File: src/verilog/mss_pkg.sv
package mss_pkg;

  // tick and filter timing
  localparam int CLK_PERIOD_NS = 40;
  localparam int TICK_NS = 1000000;
  localparam int TICK_CYCLES_DEF = TICK_NS / CLK_PERIOD_NS;
  localparam int TICK_MS = 1;
  localparam int HALT_FILTER_MS = 100;
  // strictly longer than the filter time
  localparam logic [7:0] FILTER_TICKS = 8'(HALT_FILTER_MS / TICK_MS + 1);

  localparam logic [15:0] FULL_SCALE = 16'hFFFF;

  // register indices, byte address is four times the index
  localparam logic [3:0] REG_CTRL = 4'h0;
  localparam logic [3:0] REG_PANEL_REF = 4'h1;
  localparam logic [3:0] REG_INCH_REF = 4'h2;
  localparam logic [3:0] REG_ACCEL_TIME = 4'h3;
  localparam logic [3:0] REG_INCH_ACCEL_TIME = 4'h4;
  localparam logic [3:0] REG_DECEL_TIME = 4'h5;
  localparam logic [3:0] REG_HALT_RAMP_TIME = 4'h6;
  localparam logic [3:0] REG_STAGE_OFF_DELAY = 4'h7;
  localparam logic [3:0] REG_SPEED_OFFSET = 4'h8;
  localparam logic [3:0] REG_STATUS = 4'h9;
  localparam logic [3:0] REG_SPEED = 4'hA;
  localparam int CFG_WORDS = 9;

  // control register fields
  localparam int CTRL_LOCAL = 0;
  localparam int CTRL_COAST = 1;
  localparam int CTRL_QUICK_COAST = 2;
  localparam int CTRL_RAMP_FREEZE = 3;
  localparam int CTRL_OFFSET_EN = 4;
  localparam int CTRL_TRIP_RESET = 5;
  localparam logic [15:0] CTRL_MASK = 16'h001F;

  // values after reset, times in milliseconds
  localparam logic [15:0] CFG_RST [0:CFG_WORDS-1] = '{
    16'h0000, 16'h0000, 16'h1999, 16'h2710, 16'h03E8,
    16'h2710, 16'h2710, 16'h01F4, 16'h0000
  };

  typedef enum logic [2:0] {
    SQ_IDLE,
    SQ_RUN,
    SQ_INCH,
    SQ_DECEL,
    SQ_TRIM,
    SQ_DELAY
  } mss_state_t;

endpackage : mss_pkg

File: src/verilog/mss_sequencer.sv
// Chosen here: the register offsets and register access over APB.
`timescale 1ns/1ns
module mss_sequencer #(
  parameter int TICK_CYCLES = mss_pkg::TICK_CYCLES_DEF
) (
  // clock and reset
  input wire logic core_clk,
  input wire logic rst_b,
  // apb slave
  input wire logic psel,
  input wire logic penable,
  input wire logic pwrite,
  input wire logic [7:0] paddr,
  input wire logic [31:0] pwdata,
  output logic [31:0] prdata,
  output logic pready,
  output logic pslverr,
  // remote inputs
  input wire logic [15:0] ain1Level,
  input wire logic [15:0] ain2Level,
  input wire logic dirSelect,
  input wire logic runForwardCmd,
  input wire logic runReverseCmd,
  input wire logic inchCmd,
  input wire logic haltRequestB,
  input wire logic quickHaltB,
  input wire logic freewheelHaltB,
  input wire logic powerStagePermit,
  input wire logic tripDetect,
  // panel keys
  input wire logic runKey,
  input wire logic haltKey,
  input wire logic inchKey,
  input wire logic rotationSenseKey,
  // drive outputs
  output logic [15:0] speedCommand,
  output logic reverseDir,
  output logic stageEnable,
  output logic runningFlag,
  output logic noFaultFlag
);
  import mss_pkg::*;

  function automatic logic [15:0] satAdd(input logic [15:0] a, input logic [15:0] b);
    logic [16:0] s;
    s = {1'b0, a} + {1'b0, b};
    return s[16] ? FULL_SCALE : s[15:0];
  endfunction : satAdd

  function automatic logic [15:0] rampTo(input logic [15:0] cur, input logic [15:0] tgt,
                                         input logic [15:0] step);
    logic [15:0] gap;
    gap = (cur > tgt) ? cur - tgt : tgt - cur;
    if (gap <= step) begin
      return tgt;
    end
    return (cur > tgt) ? cur - step : cur + step;
  endfunction : rampTo

  // state
  mss_state_t state_q, state_d;
  logic [15:0] cfg_q [0:CFG_WORDS-1];
  logic [15:0] prescale_q;
  logic [15:0] tmr_q;
  logic [15:0] speed_q, speed_d;
  logic [15:0] offset_q, offset_d;
  logic [15:0] speedCommand_q;
  logic [7:0] fwdCnt_q, revCnt_q, haltCnt_q;
  logic reverse_q, runLatched_q, runFromRev_q;
  logic tripped_q, stage_q, running_q, noFault_q;
  logic [31:0] prdata_q;
  logic pready_q, pslverr_q;

  // apb decode
  wire [3:0] regIdx = paddr[5:2];
  wire wordAligned = (paddr[1:0] == 2'b00) && (paddr[7:6] == 2'b00);
  wire cfgHit = wordAligned && (regIdx < 4'(CFG_WORDS));
  wire roHit = wordAligned && ((regIdx == REG_STATUS) || (regIdx == REG_SPEED));
  wire addrHit = cfgHit || roHit;
  wire apbSetup = psel && penable && !pready_q;
  wire apbDone = psel && penable && pready_q;
  wire cfgWrite = apbDone && pwrite && cfgHit;
  wire tripResetPulse = cfgWrite && (regIdx == REG_CTRL) && pwdata[CTRL_TRIP_RESET];

  // configuration fields
  wire [15:0] ctrlBits = cfg_q[REG_CTRL];
  wire localMode = ctrlBits[CTRL_LOCAL];
  wire coastCfg = ctrlBits[CTRL_COAST];
  wire quickCoastCfg = ctrlBits[CTRL_QUICK_COAST];
  wire rampFreeze = ctrlBits[CTRL_RAMP_FREEZE];
  wire offsetEn = ctrlBits[CTRL_OFFSET_EN];
  wire [15:0] decelTime = cfg_q[REG_DECEL_TIME];

  // ms tick for all ramps and timers
  wire tick = (prescale_q == 16'(TICK_CYCLES - 1));

  // references
  wire [15:0] remoteRef = satAdd(ain1Level, ain2Level);
  wire [15:0] runRef = localMode ? cfg_q[REG_PANEL_REF] : remoteRef;

  // remote run qualification
  wire fwdLong = (fwdCnt_q == FILTER_TICKS);
  wire revLong = (revCnt_q == FILTER_TICKS);
  wire haltLong = (haltCnt_q == FILTER_TICKS);
  wire bothRun = runForwardCmd && runReverseCmd;
  // halt request held low: level run, no latching
  wire remFwd = !bothRun && (haltRequestB ? fwdLong : runForwardCmd);
  wire remRev = !bothRun && !remFwd && (haltRequestB ? revLong : runReverseCmd);
  wire remRunReq = remFwd || remRev;
  wire locRunReq = runKey && !haltKey;
  wire runReq = localMode ? locRunReq : remRunReq;
  wire startRev = localMode ? rotationSenseKey : (dirSelect ^ remRev);
  wire inchReq = localMode ? inchKey : inchCmd;

  // hold conditions while running
  wire nonLatchHold = runFromRev_q ? runReverseCmd : runForwardCmd;
  // opposite command alone is not looked at while latched; both commands together still stop the run
  wire remHold = !bothRun && (runLatched_q ? !haltLong : nonLatchHold);
  wire runHold = localMode ? !haltKey : remHold;

  // halt sources
  wire coastNow = !freewheelHaltB || !powerStagePermit || tripDetect || tripped_q;
  wire quickNow = !quickHaltB;
  wire startInhibit = coastNow || quickNow;
  wire useHaltRamp = (decelTime == 16'h0000) || rampFreeze;
  wire tmrElapsed = (tmr_q >= decelTime);
  wire delayElapsed = (tmr_q >= cfg_q[REG_STAGE_OFF_DELAY]);

  // ramp time for the current state, full-scale change
  logic [15:0] rampTime;
  logic [15:0] target;
  always_comb begin
    rampTime = 16'h0000;
    target = 16'h0000;
    case (state_q)
      SQ_RUN: begin
        rampTime = cfg_q[REG_ACCEL_TIME];
        target = runRef;
      end
      SQ_INCH: begin
        rampTime = cfg_q[REG_INCH_ACCEL_TIME];
        target = cfg_q[REG_INCH_REF];
      end
      SQ_DECEL: begin
        rampTime = decelTime;
      end
      SQ_TRIM: begin
        rampTime = cfg_q[REG_HALT_RAMP_TIME];
      end
      default: begin
        rampTime = 16'h0000;
      end
    endcase
  end

  // ceiling division so a ramp never outlasts its time
  wire [16:0] stepWide = (17'(FULL_SCALE) + 17'(rampTime) - 17'd1) / 17'(rampTime);
  wire [15:0] rampStep = (rampTime == 16'h0000) ? FULL_SCALE : stepWide[15:0];

  // sequencer
  always_comb begin
    state_d = state_q;
    case (state_q)
      SQ_IDLE: begin
        // run wins over inch when both arrive together
        if (!startInhibit && runReq) begin
          state_d = SQ_RUN;
        end else if (!startInhibit && inchReq) begin
          state_d = SQ_INCH;
        end
      end
      SQ_RUN: begin
        if (quickNow) begin
          state_d = quickCoastCfg ? SQ_IDLE : SQ_TRIM;
        end else if (!runHold) begin
          state_d = coastCfg ? SQ_IDLE : (useHaltRamp ? SQ_TRIM : SQ_DECEL);
        end
      end
      SQ_INCH: begin
        if (quickNow) begin
          state_d = quickCoastCfg ? SQ_IDLE : SQ_TRIM;
        end else if (!inchReq) begin
          state_d = coastCfg ? SQ_IDLE : (useHaltRamp ? SQ_TRIM : SQ_DECEL);
        end
      end
      SQ_DECEL: begin
        if (quickNow) begin
          state_d = quickCoastCfg ? SQ_IDLE : SQ_TRIM;
        end else if (offsetEn && tmrElapsed) begin
          state_d = SQ_TRIM;
        end else if (!offsetEn && (speed_q == 16'h0000)) begin
          state_d = SQ_DELAY;
        end
      end
      SQ_TRIM: begin
        if (quickNow && quickCoastCfg) begin
          state_d = SQ_IDLE;
        end else if ((speed_q == 16'h0000) && (offset_q == 16'h0000)) begin
          state_d = SQ_DELAY;
        end
      end
      SQ_DELAY: begin
        if (quickNow && quickCoastCfg) begin
          state_d = SQ_IDLE;
        end else if (delayElapsed) begin
          state_d = SQ_IDLE;
        end
      end
      default: begin
        state_d = SQ_IDLE;
      end
    endcase
    // freewheel, trip and missing permit beat everything
    if (coastNow) begin
      state_d = SQ_IDLE;
    end
  end

  // ramp values
  wire stateChange = (state_d != state_q);
  always_comb begin
    speed_d = speed_q;
    offset_d = offset_q;
    case (state_q)
      SQ_RUN, SQ_INCH: begin
        offset_d = offsetEn ? cfg_q[REG_SPEED_OFFSET] : 16'h0000;
        if (tick) begin
          speed_d = rampTo(speed_q, target, rampStep);
        end
      end
      SQ_DECEL: begin
        if (tick) begin
          speed_d = rampTo(speed_q, 16'h0000, rampStep);
        end
      end
      SQ_TRIM: begin
        if (tick) begin
          speed_d = rampTo(speed_q, 16'h0000, rampStep);
          offset_d = rampTo(offset_q, 16'h0000, rampStep);
        end
      end
      default: begin
        speed_d = 16'h0000;
        offset_d = 16'h0000;
      end
    endcase
    if (state_d == SQ_IDLE) begin
      speed_d = 16'h0000;
      offset_d = 16'h0000;
    end
  end

  always_ff @(posedge core_clk or negedge rst_b) begin
    if (!rst_b) begin
      prescale_q <= 16'h0000;
    end else begin
      prescale_q <= tick ? 16'h0000 : prescale_q + 16'h0001;
    end
  end

  // input filters saturate one tick past the filter time
  always_ff @(posedge core_clk or negedge rst_b) begin
    if (!rst_b) begin
      fwdCnt_q <= 8'h00;
      revCnt_q <= 8'h00;
      haltCnt_q <= 8'h00;
    end else begin
      fwdCnt_q <= !runForwardCmd ? 8'h00 : fwdCnt_q + 8'(tick && !fwdLong);
      revCnt_q <= !runReverseCmd ? 8'h00 : revCnt_q + 8'(tick && !revLong);
      haltCnt_q <= haltRequestB ? 8'h00 : haltCnt_q + 8'(tick && !haltLong);
    end
  end

  always_ff @(posedge core_clk or negedge rst_b) begin
    if (!rst_b) begin
      state_q <= SQ_IDLE;
      tmr_q <= 16'h0000;
      speed_q <= 16'h0000;
      offset_q <= 16'h0000;
    end else begin
      state_q <= state_d;
      tmr_q <= stateChange ? 16'h0000 : tmr_q + 16'(tick && (tmr_q != 16'hFFFF));
      speed_q <= speed_d;
      offset_q <= offset_d;
    end
  end

  // start-time choices stay fixed for the whole run
  always_ff @(posedge core_clk or negedge rst_b) begin
    if (!rst_b) begin
      reverse_q <= 1'b0;
      runLatched_q <= 1'b0;
      runFromRev_q <= 1'b0;
    end else if ((state_q == SQ_IDLE) && (state_d != SQ_IDLE)) begin
      reverse_q <= startRev;
      runLatched_q <= haltRequestB && !localMode;
      runFromRev_q <= remRev;
    end
  end

  // a new trip in the reset cycle keeps the drive tripped
  always_ff @(posedge core_clk or negedge rst_b) begin
    if (!rst_b) begin
      tripped_q <= 1'b0;
    end else begin
      tripped_q <= tripDetect || (tripped_q && !tripResetPulse);
    end
  end

  always_ff @(posedge core_clk or negedge rst_b) begin
    if (!rst_b) begin
      stage_q <= 1'b0;
      running_q <= 1'b0;
      noFault_q <= 1'b1;
      speedCommand_q <= 16'h0000;
    end else begin
      stage_q <= (state_d != SQ_IDLE) && powerStagePermit;
      running_q <= (state_d != SQ_IDLE);
      noFault_q <= !(tripDetect || (tripped_q && !tripResetPulse));
      speedCommand_q <= satAdd(speed_d, offset_d);
    end
  end

  // configuration words
  always_ff @(posedge core_clk or negedge rst_b) begin
    if (!rst_b) begin
      for (int i = 0; i < CFG_WORDS; i++) begin
        cfg_q[i] <= CFG_RST[i];
      end
    end else if (cfgWrite) begin
      cfg_q[regIdx] <= (regIdx == REG_CTRL) ? (pwdata[15:0] & CTRL_MASK) : pwdata[15:0];
    end
  end

  // read mux
  wire [7:0] statusByte = {tripped_q, stage_q, running_q, reverse_q, runLatched_q, 3'(state_q)};
  wire [31:0] cfgRead = cfgHit ? {16'h0000, cfg_q[regIdx[3:0]]} : 32'h0000_0000;
  wire [31:0] readMux = (regIdx == REG_STATUS && roHit) ? {24'h00_0000, statusByte} :
                        (regIdx == REG_SPEED && roHit) ? {offset_q, speedCommand_q} : cfgRead;

  // one wait state keeps every bus output registered
  always_ff @(posedge core_clk or negedge rst_b) begin
    if (!rst_b) begin
      pready_q <= 1'b0;
      pslverr_q <= 1'b0;
      prdata_q <= 32'h0000_0000;
    end else begin
      pready_q <= apbSetup;
      pslverr_q <= apbSetup && !addrHit;
      prdata_q <= (apbSetup && !pwrite) ? readMux : 32'h0000_0000;
    end
  end

  assign prdata = prdata_q;
  assign pready = pready_q;
  assign pslverr = pslverr_q;
  assign speedCommand = speedCommand_q;
  assign reverseDir = reverse_q;
  assign stageEnable = stage_q;
  assign runningFlag = running_q;
  assign noFaultFlag = noFault_q;

endmodule : mss_sequencer

File: config.mk
export PLATFORM = sky130hd
export DESIGN_NAME = mss_sequencer
export DESIGN_NICKNAME = d
export VERILOG_FILES = /design/src/verilog/mss_pkg.sv /design/src/verilog/mss_sequencer.sv
export SDC_FILE = /design/constraint.sdc
export NUM_CORES = 1
export LEC_CHECK = 0
export ABC_AREA = 0
export BUFFER_PORTS_ARGS = -buffer_cell sky130_fd_sc_hd__buf_2
export CAP_MARGIN = 20
export CORE_MARGIN = 4
export CORE_UTILIZATION = 35
export CTS_BUF_LIST = sky130_fd_sc_hd__clkbuf_8 sky130_fd_sc_hd__clkbuf_16
export CTS_CLUSTER_DIAMETER = 30
export DETAILED_ROUTE_END_ITERATION = 8
export HOLD_SLACK_MARGIN = 0.06
export PLACE_DENSITY_LB_ADDON = 0.08
export REMOVE_ABC_BUFFERS = 1
export SYNTH_ARGS = -nofsm -noshare
export SYNTH_HDL_FRONTEND = slang
export SYNTH_SLANG_ARGS = --single-unit
File: constraint.sdc
create_clock -name core_clk -period 105.3 [get_ports core_clk]
set_input_delay 5.265 -clock core_clk [delete_from_list [all_inputs] [get_ports core_clk]]
set_output_delay 5.265 -clock core_clk [all_outputs]
set_load 0.05 [all_outputs]
==> results of run 1 <==
==> state kept, by name, indices dropped and copies added (netlist names), 3 cells and up <==
register,cells
revCnt_q,8
speedCommand,16
prdata,32
haltCnt_q,8
tmr_q,16
cfg_q,112
ctrlBits,16
offset_q,16
decelTime,16
speed_q,16
state_q,3
fwdCnt_q,8
prescale_q,16
==> routing by layer <==
metal,up-vias,track usage [%],share of wire [%]
met5,-,0,0
met4,0,6.39,2.6
met3,164,3.97,5.5
met2,732,38.4,44
met1,13551,34.0,47
li1,13722,-,-
==> worst max-delay path by stage <==
stage                  endpoint  cells after the start
2_1_floorplan   speedCommand[0]                    261
3_3_place_gp   speedCommand[11]                    277
3_5_place_dp   speedCommand[11]                    279
4_1_cts        speedCommand[11]                    279
5_1_grt        speedCommand[14]                    277
6_report       speedCommand[11]                    276
==> stage by stage <==
step                      worst slack [ns]  area (sq um)
after floorplan                      56.68         30200
after global placement               48.06         32800
after detailed placement             47.90         32800
after CTS                            47.76         35600
after global routing                 42.77         35600
final                                47.99         35600
==> layout by cell type (no fill, tap or decap), types with 46 or more instances in the layout <==
cell	netlist	layout
ha_1	357	357
clkbuf_16	0	78
buf_4	0	66
xor2_1	87	87
and2_1	66	66
nor3_1	70	69
nand2b_1	80	80
xnor2_1	165	165
dfrtp_1	257	257
nor2b_1	79	77
nor2_1	295	295
nand3_1	78	78
buf_2	16	126
a21oi_1	233	232
o21ai_0	280	280
nand4_1	50	50
nand2_1	337	337
a21o_1	120	120
o21bai_1	46	46
mux2_2	119	119
inv_1	196	203
==> cells by family after synthesis <==
| group | count (synthesis) | share of synthesized area [%] |
|---|---|---|
| flops | 292 | 23.9 |
| simple gates | 1216 | 19.6 |
| xor+xnor | 253 | 7.26 |
| buf+inv | 360 | 4.50 |
| fa+ha+maj | 365 | 15.0 |
| compound gates | 1031 | 21.8 |
| mux | 188 | 7.93 |
==> area by class of cell <==
type / count / area (sq um)
Tap cell: 1155 / 1450
Clock buffer: 85 / 2050
Clock inverter: 59 / 726
Timing Repair Buffer: 196 / 1210
Fill cell: 8958 / 51400
Sequential cell: 292 / 7350
Antenna cell: 3 / 7.51
Multi-Input combinational cell: 3053 / 22100
Inverter: 203 / 762
==> where the power goes <==
part           switching, mW  internal (mW)
logic                0.00833        0.00362
clock network         0.0811          0.168
registers           0.000211          0.113
==> Implementation_results.wiki, run 1 <==
{| class="wikitable"
! Metric !! Value
|-
| Result of the run || finished, final reports clean
|-
| Mapped cell area || slightly above 30,000 sq um
|-
| Vias || about 28k
|-
| Most repeated cell in the gate-level netlist after synthesis || ha_1
|-
| Endpoints failing setup || 0
|-
| Fraction of layout cells with a size suffix above 1 || around 15%
|-
| Kind of critical path || flip-flop to flip-flop
|-
| Transition at the pin with the smallest max-transition slack || between 1 and 1.5 ns
|-
| Synthesis-stage register bit count || between 200 and 300
|-
| Site row count || 108
|-
| Endpoint kind of the worst setup timing path || flip-flop
|-
| Total power of the final layout || around 0.37 mW
|-
| Post-synthesis cell type count || around 110
|-
| Wire length of the first global-routing pass || 173,000 microns
|-
| Number of H-tree levels || 3
|-
| Count of flip-flops with a built-in enable after synthesis || 0
|-
| Hold path depth || 1
|-
| Delay-heaviest family, CP || compound AO/OA/AOI/OAI gates
|-
| Final hold vios || 0
|-
| Cell types occupying the most area after synthesis || dfrtp_1 21%, ha_1 15%, xnor2_1 4.7%, o21ai_0 4.6%, mux2_2 4.4%
|-
| Post-detailed-route wirelength per cell || 22.8 microns
|-
| Crit share post-route || 54.4%
|-
| Worst-case headroom to the max-slew limit || approximately 20%
|-
| Detail Route Antenna Nets || 0
|-
| Share of async-settable or async-resettable flops after synthesis || between 90% and 100%
|-
| Setup repair after global routing missed its margin || no
|-
| Layout net count || around 4.3k
|-
| Post-synth top area share || 20.9%
|-
| First drt pass iteration count || 9
|-
| Power per cell area || 10.5 nW/um^2
|-
| Dominant register cell in the synthesized netlist || dfrtp_1
|-
| Die height || 305 microns
|-
| Number of buffers and inverters on the critical path || 10
|-
| Cts bufs inserted || 77
|-
| Avg Synthesized Cell Area || around 8.3 sq um
|-
| Die X-Extent || around 300 microns
|-
| Synthesized netlist cell count || 3,705
|-
| Max-slew violation count || 0
|-
| Final period demand of the worst path || roughly 57 ns
|-
| Post-DP HPWL || roughly 87,000 microns
|-
| Largest fanout on the critical path || 27
|-
| Number of primary I/O pins || 144
|-
| Global placement routability congestion || between 0.8 and 0.9
|-
| Clock Sink Count || ~290
|-
| Aggregate negative setup slack || 0 ns
|-
| Overall fraction of global-route tracks in use || between 20% and 30%
|-
| Data required time at the worst endpoint || 105.76 ns
|-
| Count of cells along the worst register-to-register path || 276
|-
| Worst setup path startpoint || state_q[2]
|-
| Destination of the worst hold path || prescale_q[15]
|-
| Kind of launch point of the worst setup path || flip-flop
|-
| Post-Route WL || between 100,000 and 150,000 microns
|-
| Delay of the slowest cell on the worst path || between 0.9 and 1 ns
|-
| Cell taking the most area after synthesis || dfrtp_1
|-
| Initial antenna violation count || 5
|-
| Cell count after placement || between 4k and 5k
|-
| Initial Utilization || between 30 and 40%
|-
| F_max || 0.0175 GHz
|-
| Leak pwr || 15.7 nW
|-
| Total of buffers placed on input and output ports || between 100 and 150
|-
| Clock slew at the register clock pins of the worst setup and hold paths || around 0.050 ns
|-
| CP arrival || slightly below 60 ns
|-
| Total of warnings raised by yosys || 0
|-
| R2R setup slack || 47.99 ns
|-
| Number of violations reported at the end of detailed-routing iteration 0 || between 2k and 2.5k
|-
| Most frequent cells after synthesis || 357 x ha_1, 337 x nand2_1, 295 x nor2_1, 280 x o21ai_0, 257 x dfrtp_1
|-
| Hold/Removal Path Class || flip-flop to flip-flop
|-
| Seq/Total Area, Yosys || a little under a quarter
|-
| Root Buffer Master || clkbuf_16
|-
| Pin count of the biggest net entering global routing || 95
|-
| Worst flop-to-flop path endpoint || speedCommand[11]
|-
| Highest-delay cell along the critical path || a311oi_1
|-
| Clock latency at the later pin of the worst-skew pair || between 0.6 and 0.7 ns
|-
| GRT Residual Overflow || 0
|-
| Util after Layout || 41.0%
|-
| Source of the worst hold timing path || prescale_q[15]
|-
| Final standard cell count with taps included and fillers excluded || a little over 5k
|-
| Gates resized, CTS repair || 0
|-
| Maximum root-to-sink buffer count || 3
|-
| Die Outline Area || 92,800 sq um
|-
| Avg Vias per Cell || around 5.6
|-
| DRC violations left || 0
|-
| CTS tree || built
|-
| Max IR drop VDD || between 0.00001 and 0.000015 V
|-
| CTS hold repair buffers || 0
|-
| Final-layout worst hold slack || between 0.4 and 0.5 ns
|-
| Setup skew after layout || around 0.046 ns
|-
| Critical R2R Launch || state_q[2]
|-
| Core region area || around 87,000 sq um
|-
| Layout area overhead || 15.8%
|-
| Via count of the first global-routing pass || 27.6k
|-
| Buffers inserted during post-CTS setup optimization || 0
|-
| Most numerous cell on the critical path || o21ai_0
|-
| Max cap viols || 0
|}
Power figures use the tool's default switching activity.
==> run 2, diff against run 1 <==
--- a/config.mk
+++ b/config.mk
@@ -5,7 +5,7 @@
 export SDC_FILE = /design/constraint.sdc
 export NUM_CORES = 1
 export LEC_CHECK = 0
-export ABC_AREA = 0
+export ABC_AREA = 1
 export BUFFER_PORTS_ARGS = -buffer_cell sky130_fd_sc_hd__buf_2
 export CAP_MARGIN = 20
 export CORE_MARGIN = 4
==> constraint.sdc (replaced) <==
create_clock -name core_clk -period 52.2 [get_ports core_clk]
set_input_delay 2.61 -clock core_clk [delete_from_list [all_inputs] [get_ports core_clk]]
set_output_delay 2.61 -clock core_clk [all_outputs]
set_load 0.05 [all_outputs]
==> run 2 against run 1 <==
  * Critical path type unchanged
  * Critical path depth decreased by 48
  * Combinational power increased by 120%
  * Power increased by 120%
  * Largest cell class unchanged
  * Highest routed layer unchanged
==> Implementation_results.wiki, run 2 <==
{| class="wikitable"
! Metric !! Value
|-
| Detail Route Antenna Nets || 0 (unchanged)
|-
| Endpoints failing setup || 0 (unchanged)
|-
| Max IR drop VDD || 0.0000242 V (was 0.0000122 V)
|-
| Synthesis-stage register bit count || 292 (unchanged)
|-
| Leak pwr || 17.0 nW (was 15.7 nW)
|-
| Power per cell area || 22.6 nW/um^2 (was 10.5 nW/um^2)
|-
| Cell types occupying the most area after synthesis || dfrtp_1 21%, ha_1 14%, nand2_1 9.9%, inv_1 6.8%, a21oi_1 5.8% (was dfrtp_1 21%, ha_1 15%, xnor2_1 4.7%, o21ai_0 4.6%, mux2_2 4.4%)
|-
| Final period demand of the worst path || 47.09 ns (was 57.31 ns)
|-
| Root Buffer Master || clkbuf_16 (unchanged)
|-
| Maximum root-to-sink buffer count || 3 (unchanged)
|-
| Highest-delay cell along the critical path || dfrtp_1 (was a311oi_1)
|-
| Die height || 307 microns (was 305 microns)
|-
| Avg Vias per Cell || 5.32 (was 5.58)
|-
| Most frequent cells after synthesis || 820 x nand2_1, 570 x inv_1, 359 x a21oi_1, 357 x ha_1, 357 x o21ai_0 (was 357 x ha_1, 337 x nand2_1, 295 x nor2_1, 280 x o21ai_0, 257 x dfrtp_1)
|-
| Pin count of the biggest net entering global routing || 122 (was 95)
|-
| Number of H-tree levels || 3 (unchanged)
|-
| Setup skew after layout || 0.0316 ns (was 0.0462 ns)
|-
| Overall fraction of global-route tracks in use || 24.6% (was 24.1%)
|-
| Max-slew violation count || 0 (unchanged)
|-
| Layout net count || 4,998 (was 4,277)
|-
| Number of violations reported at the end of detailed-routing iteration 0 || 2,125 (was 2,230)
|-
| First drt pass iteration count || 6 (was 9)
|-
| Fraction of layout cells with a size suffix above 1 || 12.4% (was 15.2%)
|-
| Post-Route WL || 118,000 microns (was 115,000 microns)
|-
| Via count of the first global-routing pass || 30.1k (was 27.6k)
|-
| Aggregate negative setup slack || 0 ns (unchanged)
|-
| Final standard cell count with taps included and fillers excluded || 5,783 (was 5,046)
|-
| CP arrival || 47.61 ns (was 57.77 ns)
|-
| Hold/Removal Path Class || flip-flop to flip-flop (unchanged)
|-
| DRC violations left || 0 (unchanged)
|-
| Endpoint kind of the worst setup timing path || flip-flop (unchanged)
|-
| Number of primary I/O pins || 144 (unchanged)
|-
| Synthesized netlist cell count || 4,404 (was 3,705)
|-
| Global placement routability congestion || 0.907 (was 0.886)
|-
| Share of async-settable or async-resettable flops after synthesis || 100% (unchanged)
|-
| Core region area || 88,500 sq um (was 87,000 sq um)
|-
| Die Outline Area || 94,100 sq um (was 92,800 sq um)
|-
| Crit share post-route || 90.2% (was 54.4%)
|-
| Kind of critical path || flip-flop to flip-flop (unchanged)
|-
| Most numerous cell on the critical path || nand2_1 (was o21ai_0)
|-
| Largest Register || cfg_q (unchanged)
|-
| Cell count after placement || 5,618 (was 4,896)
|-
| Die X-Extent || 307 microns (was 305 microns)
|-
| Total of buffers placed on input and output ports || 127 (unchanged)
|-
| CTS tree || built (unchanged)
|-
| Layout area overhead || 16.2% (was 15.8%)
|-
| Delay of the slowest cell on the worst path || 0.99 ns (was 0.94 ns)
|-
| Max cap viols || 0 (unchanged)
|-
| Avg Synthesized Cell Area || 7.09 sq um (was 8.31 sq um)
|-
| Mapped cell area || 31,200 sq um (was 30,800 sq um)
|-
| Cts bufs inserted || 87 (was 77)
|-
| Kind of launch point of the worst setup path || flip-flop (unchanged)
|-
| Number of flip-flops under the largest register name || 112 (unchanged)
|-
| Wire length of the first global-routing pass || 180,000 microns (was 173,000 microns)
|-
| Largest fanout on the critical path || 27 (unchanged)
|-
| Post-DP HPWL || 90,700 microns (was 87,400 microns)
|-
| Dominant register cell in the synthesized netlist || dfrtp_1 (unchanged)
|-
| Post-detailed-route wirelength per cell || 20.4 microns (was 22.8 microns)
|-
| GRT Residual Overflow || 0 (unchanged)
|-
| Buffers inserted during post-CTS setup optimization || 0 (unchanged)
|-
| Result of the run || finished, final reports clean (unchanged)
|-
| Clock slew at the register clock pins of the worst setup and hold paths || 0.04 ns (was 0.05 ns)
|-
| Transition at the pin with the smallest max-transition slack || 1.16 ns (was 1.18 ns)
|-
| Count of flip-flops with a built-in enable after synthesis || 0 (unchanged)
|-
| Post-synth top area share || 20.6% (was 20.9%)
|-
| Vias || 30.8k (was 28.2k)
|-
| Clock latency at the later pin of the worst-skew pair || 0.62 ns (was 0.64 ns)
|-
| Most frequent cells in the layout || 820 x nand2_1, 588 x inv_1, 359 x a21oi_1, 357 x o21ai_0, 357 x ha_1 (was 357 x ha_1, 337 x nand2_1, 295 x nor2_1, 280 x o21ai_0, 257 x dfrtp_1)
|-
| Site row count || 109 (was 108)
|-
| Post-synthesis cell type count || 85 (was 111)
|-
| Initial Utilization || 35.3% (was 35.4%)
|-
| F_max || 0.0212 GHz (was 0.0175 GHz)
|-
| Setup repair after global routing missed its margin || no (unchanged)
|-
| Cell taking the most area after synthesis || dfrtp_1 (unchanged)
|-
| Data required time at the worst endpoint || 52.72 ns (was 105.76 ns)
|-
| Commonest non-fill, non-tap cell in the layout || nand2_1 (was ha_1)
|-
| Final hold vios || 0 (unchanged)
|-
| Initial antenna violation count || 3 (was 5)
|-
| Gates resized, CTS repair || 0 (unchanged)
|-
| Worst-case headroom to the max-slew limit || 22.0% (was 20.6%)
|-
| Total of warnings raised by yosys || 0 (unchanged)
|-
| Seq/Total Area, Yosys || 23.5% (was 23.9%)
|-
| CTS hold repair buffers || 0 (unchanged)
|-
| Most repeated cell in the gate-level netlist after synthesis || nand2_1 (was ha_1)
|-
| Clock Sink Count || 292 (unchanged)
|}
==> run 2: path summary, 6_finish.rpt <==
kind,start,to,slack (ns),cells past startpoint
worst max-delay path,state_q[0],speedCommand[15],5.11,228
worst min-delay path,ctrlBits[10],ctrlBits[10],0.47,2
worst max register to register,state_q[0],speedCommand[15],5.11,228
worst min register to register,ctrlBits[10],ctrlBits[10],0.47,2
max in group asynchronous,rst_b,prdata[28],48.15,3
min in group asynchronous,rst_b,tripped_q,1.98,1
==> run 2: layout make-up <==
| class | count | area [sq um] |
|---|---|---|
| clock buffer | 103 | 2400 |
| sequential | 292 | 7350 |
| multi-input combinational | 3377 | 20900 |
| fill | 9290 | 52200 |
| inverter | 602 | 2270 |
| tap | 1165 | 1460 |
| clock inverter | 58 | 778 |
| timing repair buffer | 184 | 1100 |
| antenna | 2 | 5.00 |
==> run 2: kinds of logic (layout without fill, tap and decap cells) <==
logic type | after synthesis | in the layout | share of synthesized area [%]
buffers and inverters | 735 | 947 | 9.50
adder cells (fa/ha/maj) | 364 | 364 | 14.7
XOR/XNOR | 208 | 208 | 5.89
flip-flops | 292 | 292 | 23.5
AND/OR/NAND/NOR | 1696 | 1696 | 25.4
multiplexers | 5 | 5 | 0.160
other | 0 | 2 | 0
AO/OA/AOI/OAI | 1104 | 1104 | 20.8
==> run 2: where the power goes <==
| part | switching (mW) | total (mW) | internal, mW | leakage [nW] |
|---|---|---|---|---|
| sequential | 0.000340 | 0.228 | 0.228 | 3.83 |
| clock | 0.164 | 0.568 | 0.403 | 1.61 |
| combinational | 0.0196 | 0.0262 | 0.00660 | 11.6 |
| total | 0.184 | 0.822 | 0.638 | 17.0 |
==> run 2: routing by layer <==
layer  wire, microns  vias up  global-route usage (%)  part of all wire (%)
met5               0        -                       0                     0
met1           54100    14510                    33.6                    46
met4            3560        0                    7.49                   3.0
li1                -    15297                       -                     -
met3            5430      187                    2.65                   4.6
met2           55000      758                    41.1                    47
==> run 2: stage by stage <==
| step | total power [mW] | cell area (sq um) | utilization, % | hold slack, ns | worst slack [ns] |
|---|---|---|---|---|---|
| after CTS | 0.830 | 36300 | 41.0 | 0.465 | 4.92 |
| after floorplan | 0.241 | 30500 | - | 0.433 | 16.56 |
| after detailed placement | 0.258 | 33100 | 37.4 | 0.453 | 5.07 |
| after global placement | 0.258 | 33100 | 37.4 | 0.451 | 4.98 |
| after global routing | 0.848 | 36300 | 41.0 | 0.485 | 0.397 |
| final | 0.822 | 36300 | 41.0 | 0.466 | 5.11 |
==> run 2: critical path, delay by kind of cell (launching register included) <==
kind | cells | cell delay, ns
compound gates | 77 | 16.67
fa+ha+maj | 20 | 6.54
buf+inv | 33 | 6.42
flops | 1 | 0.99
simple gates | 98 | 16.20
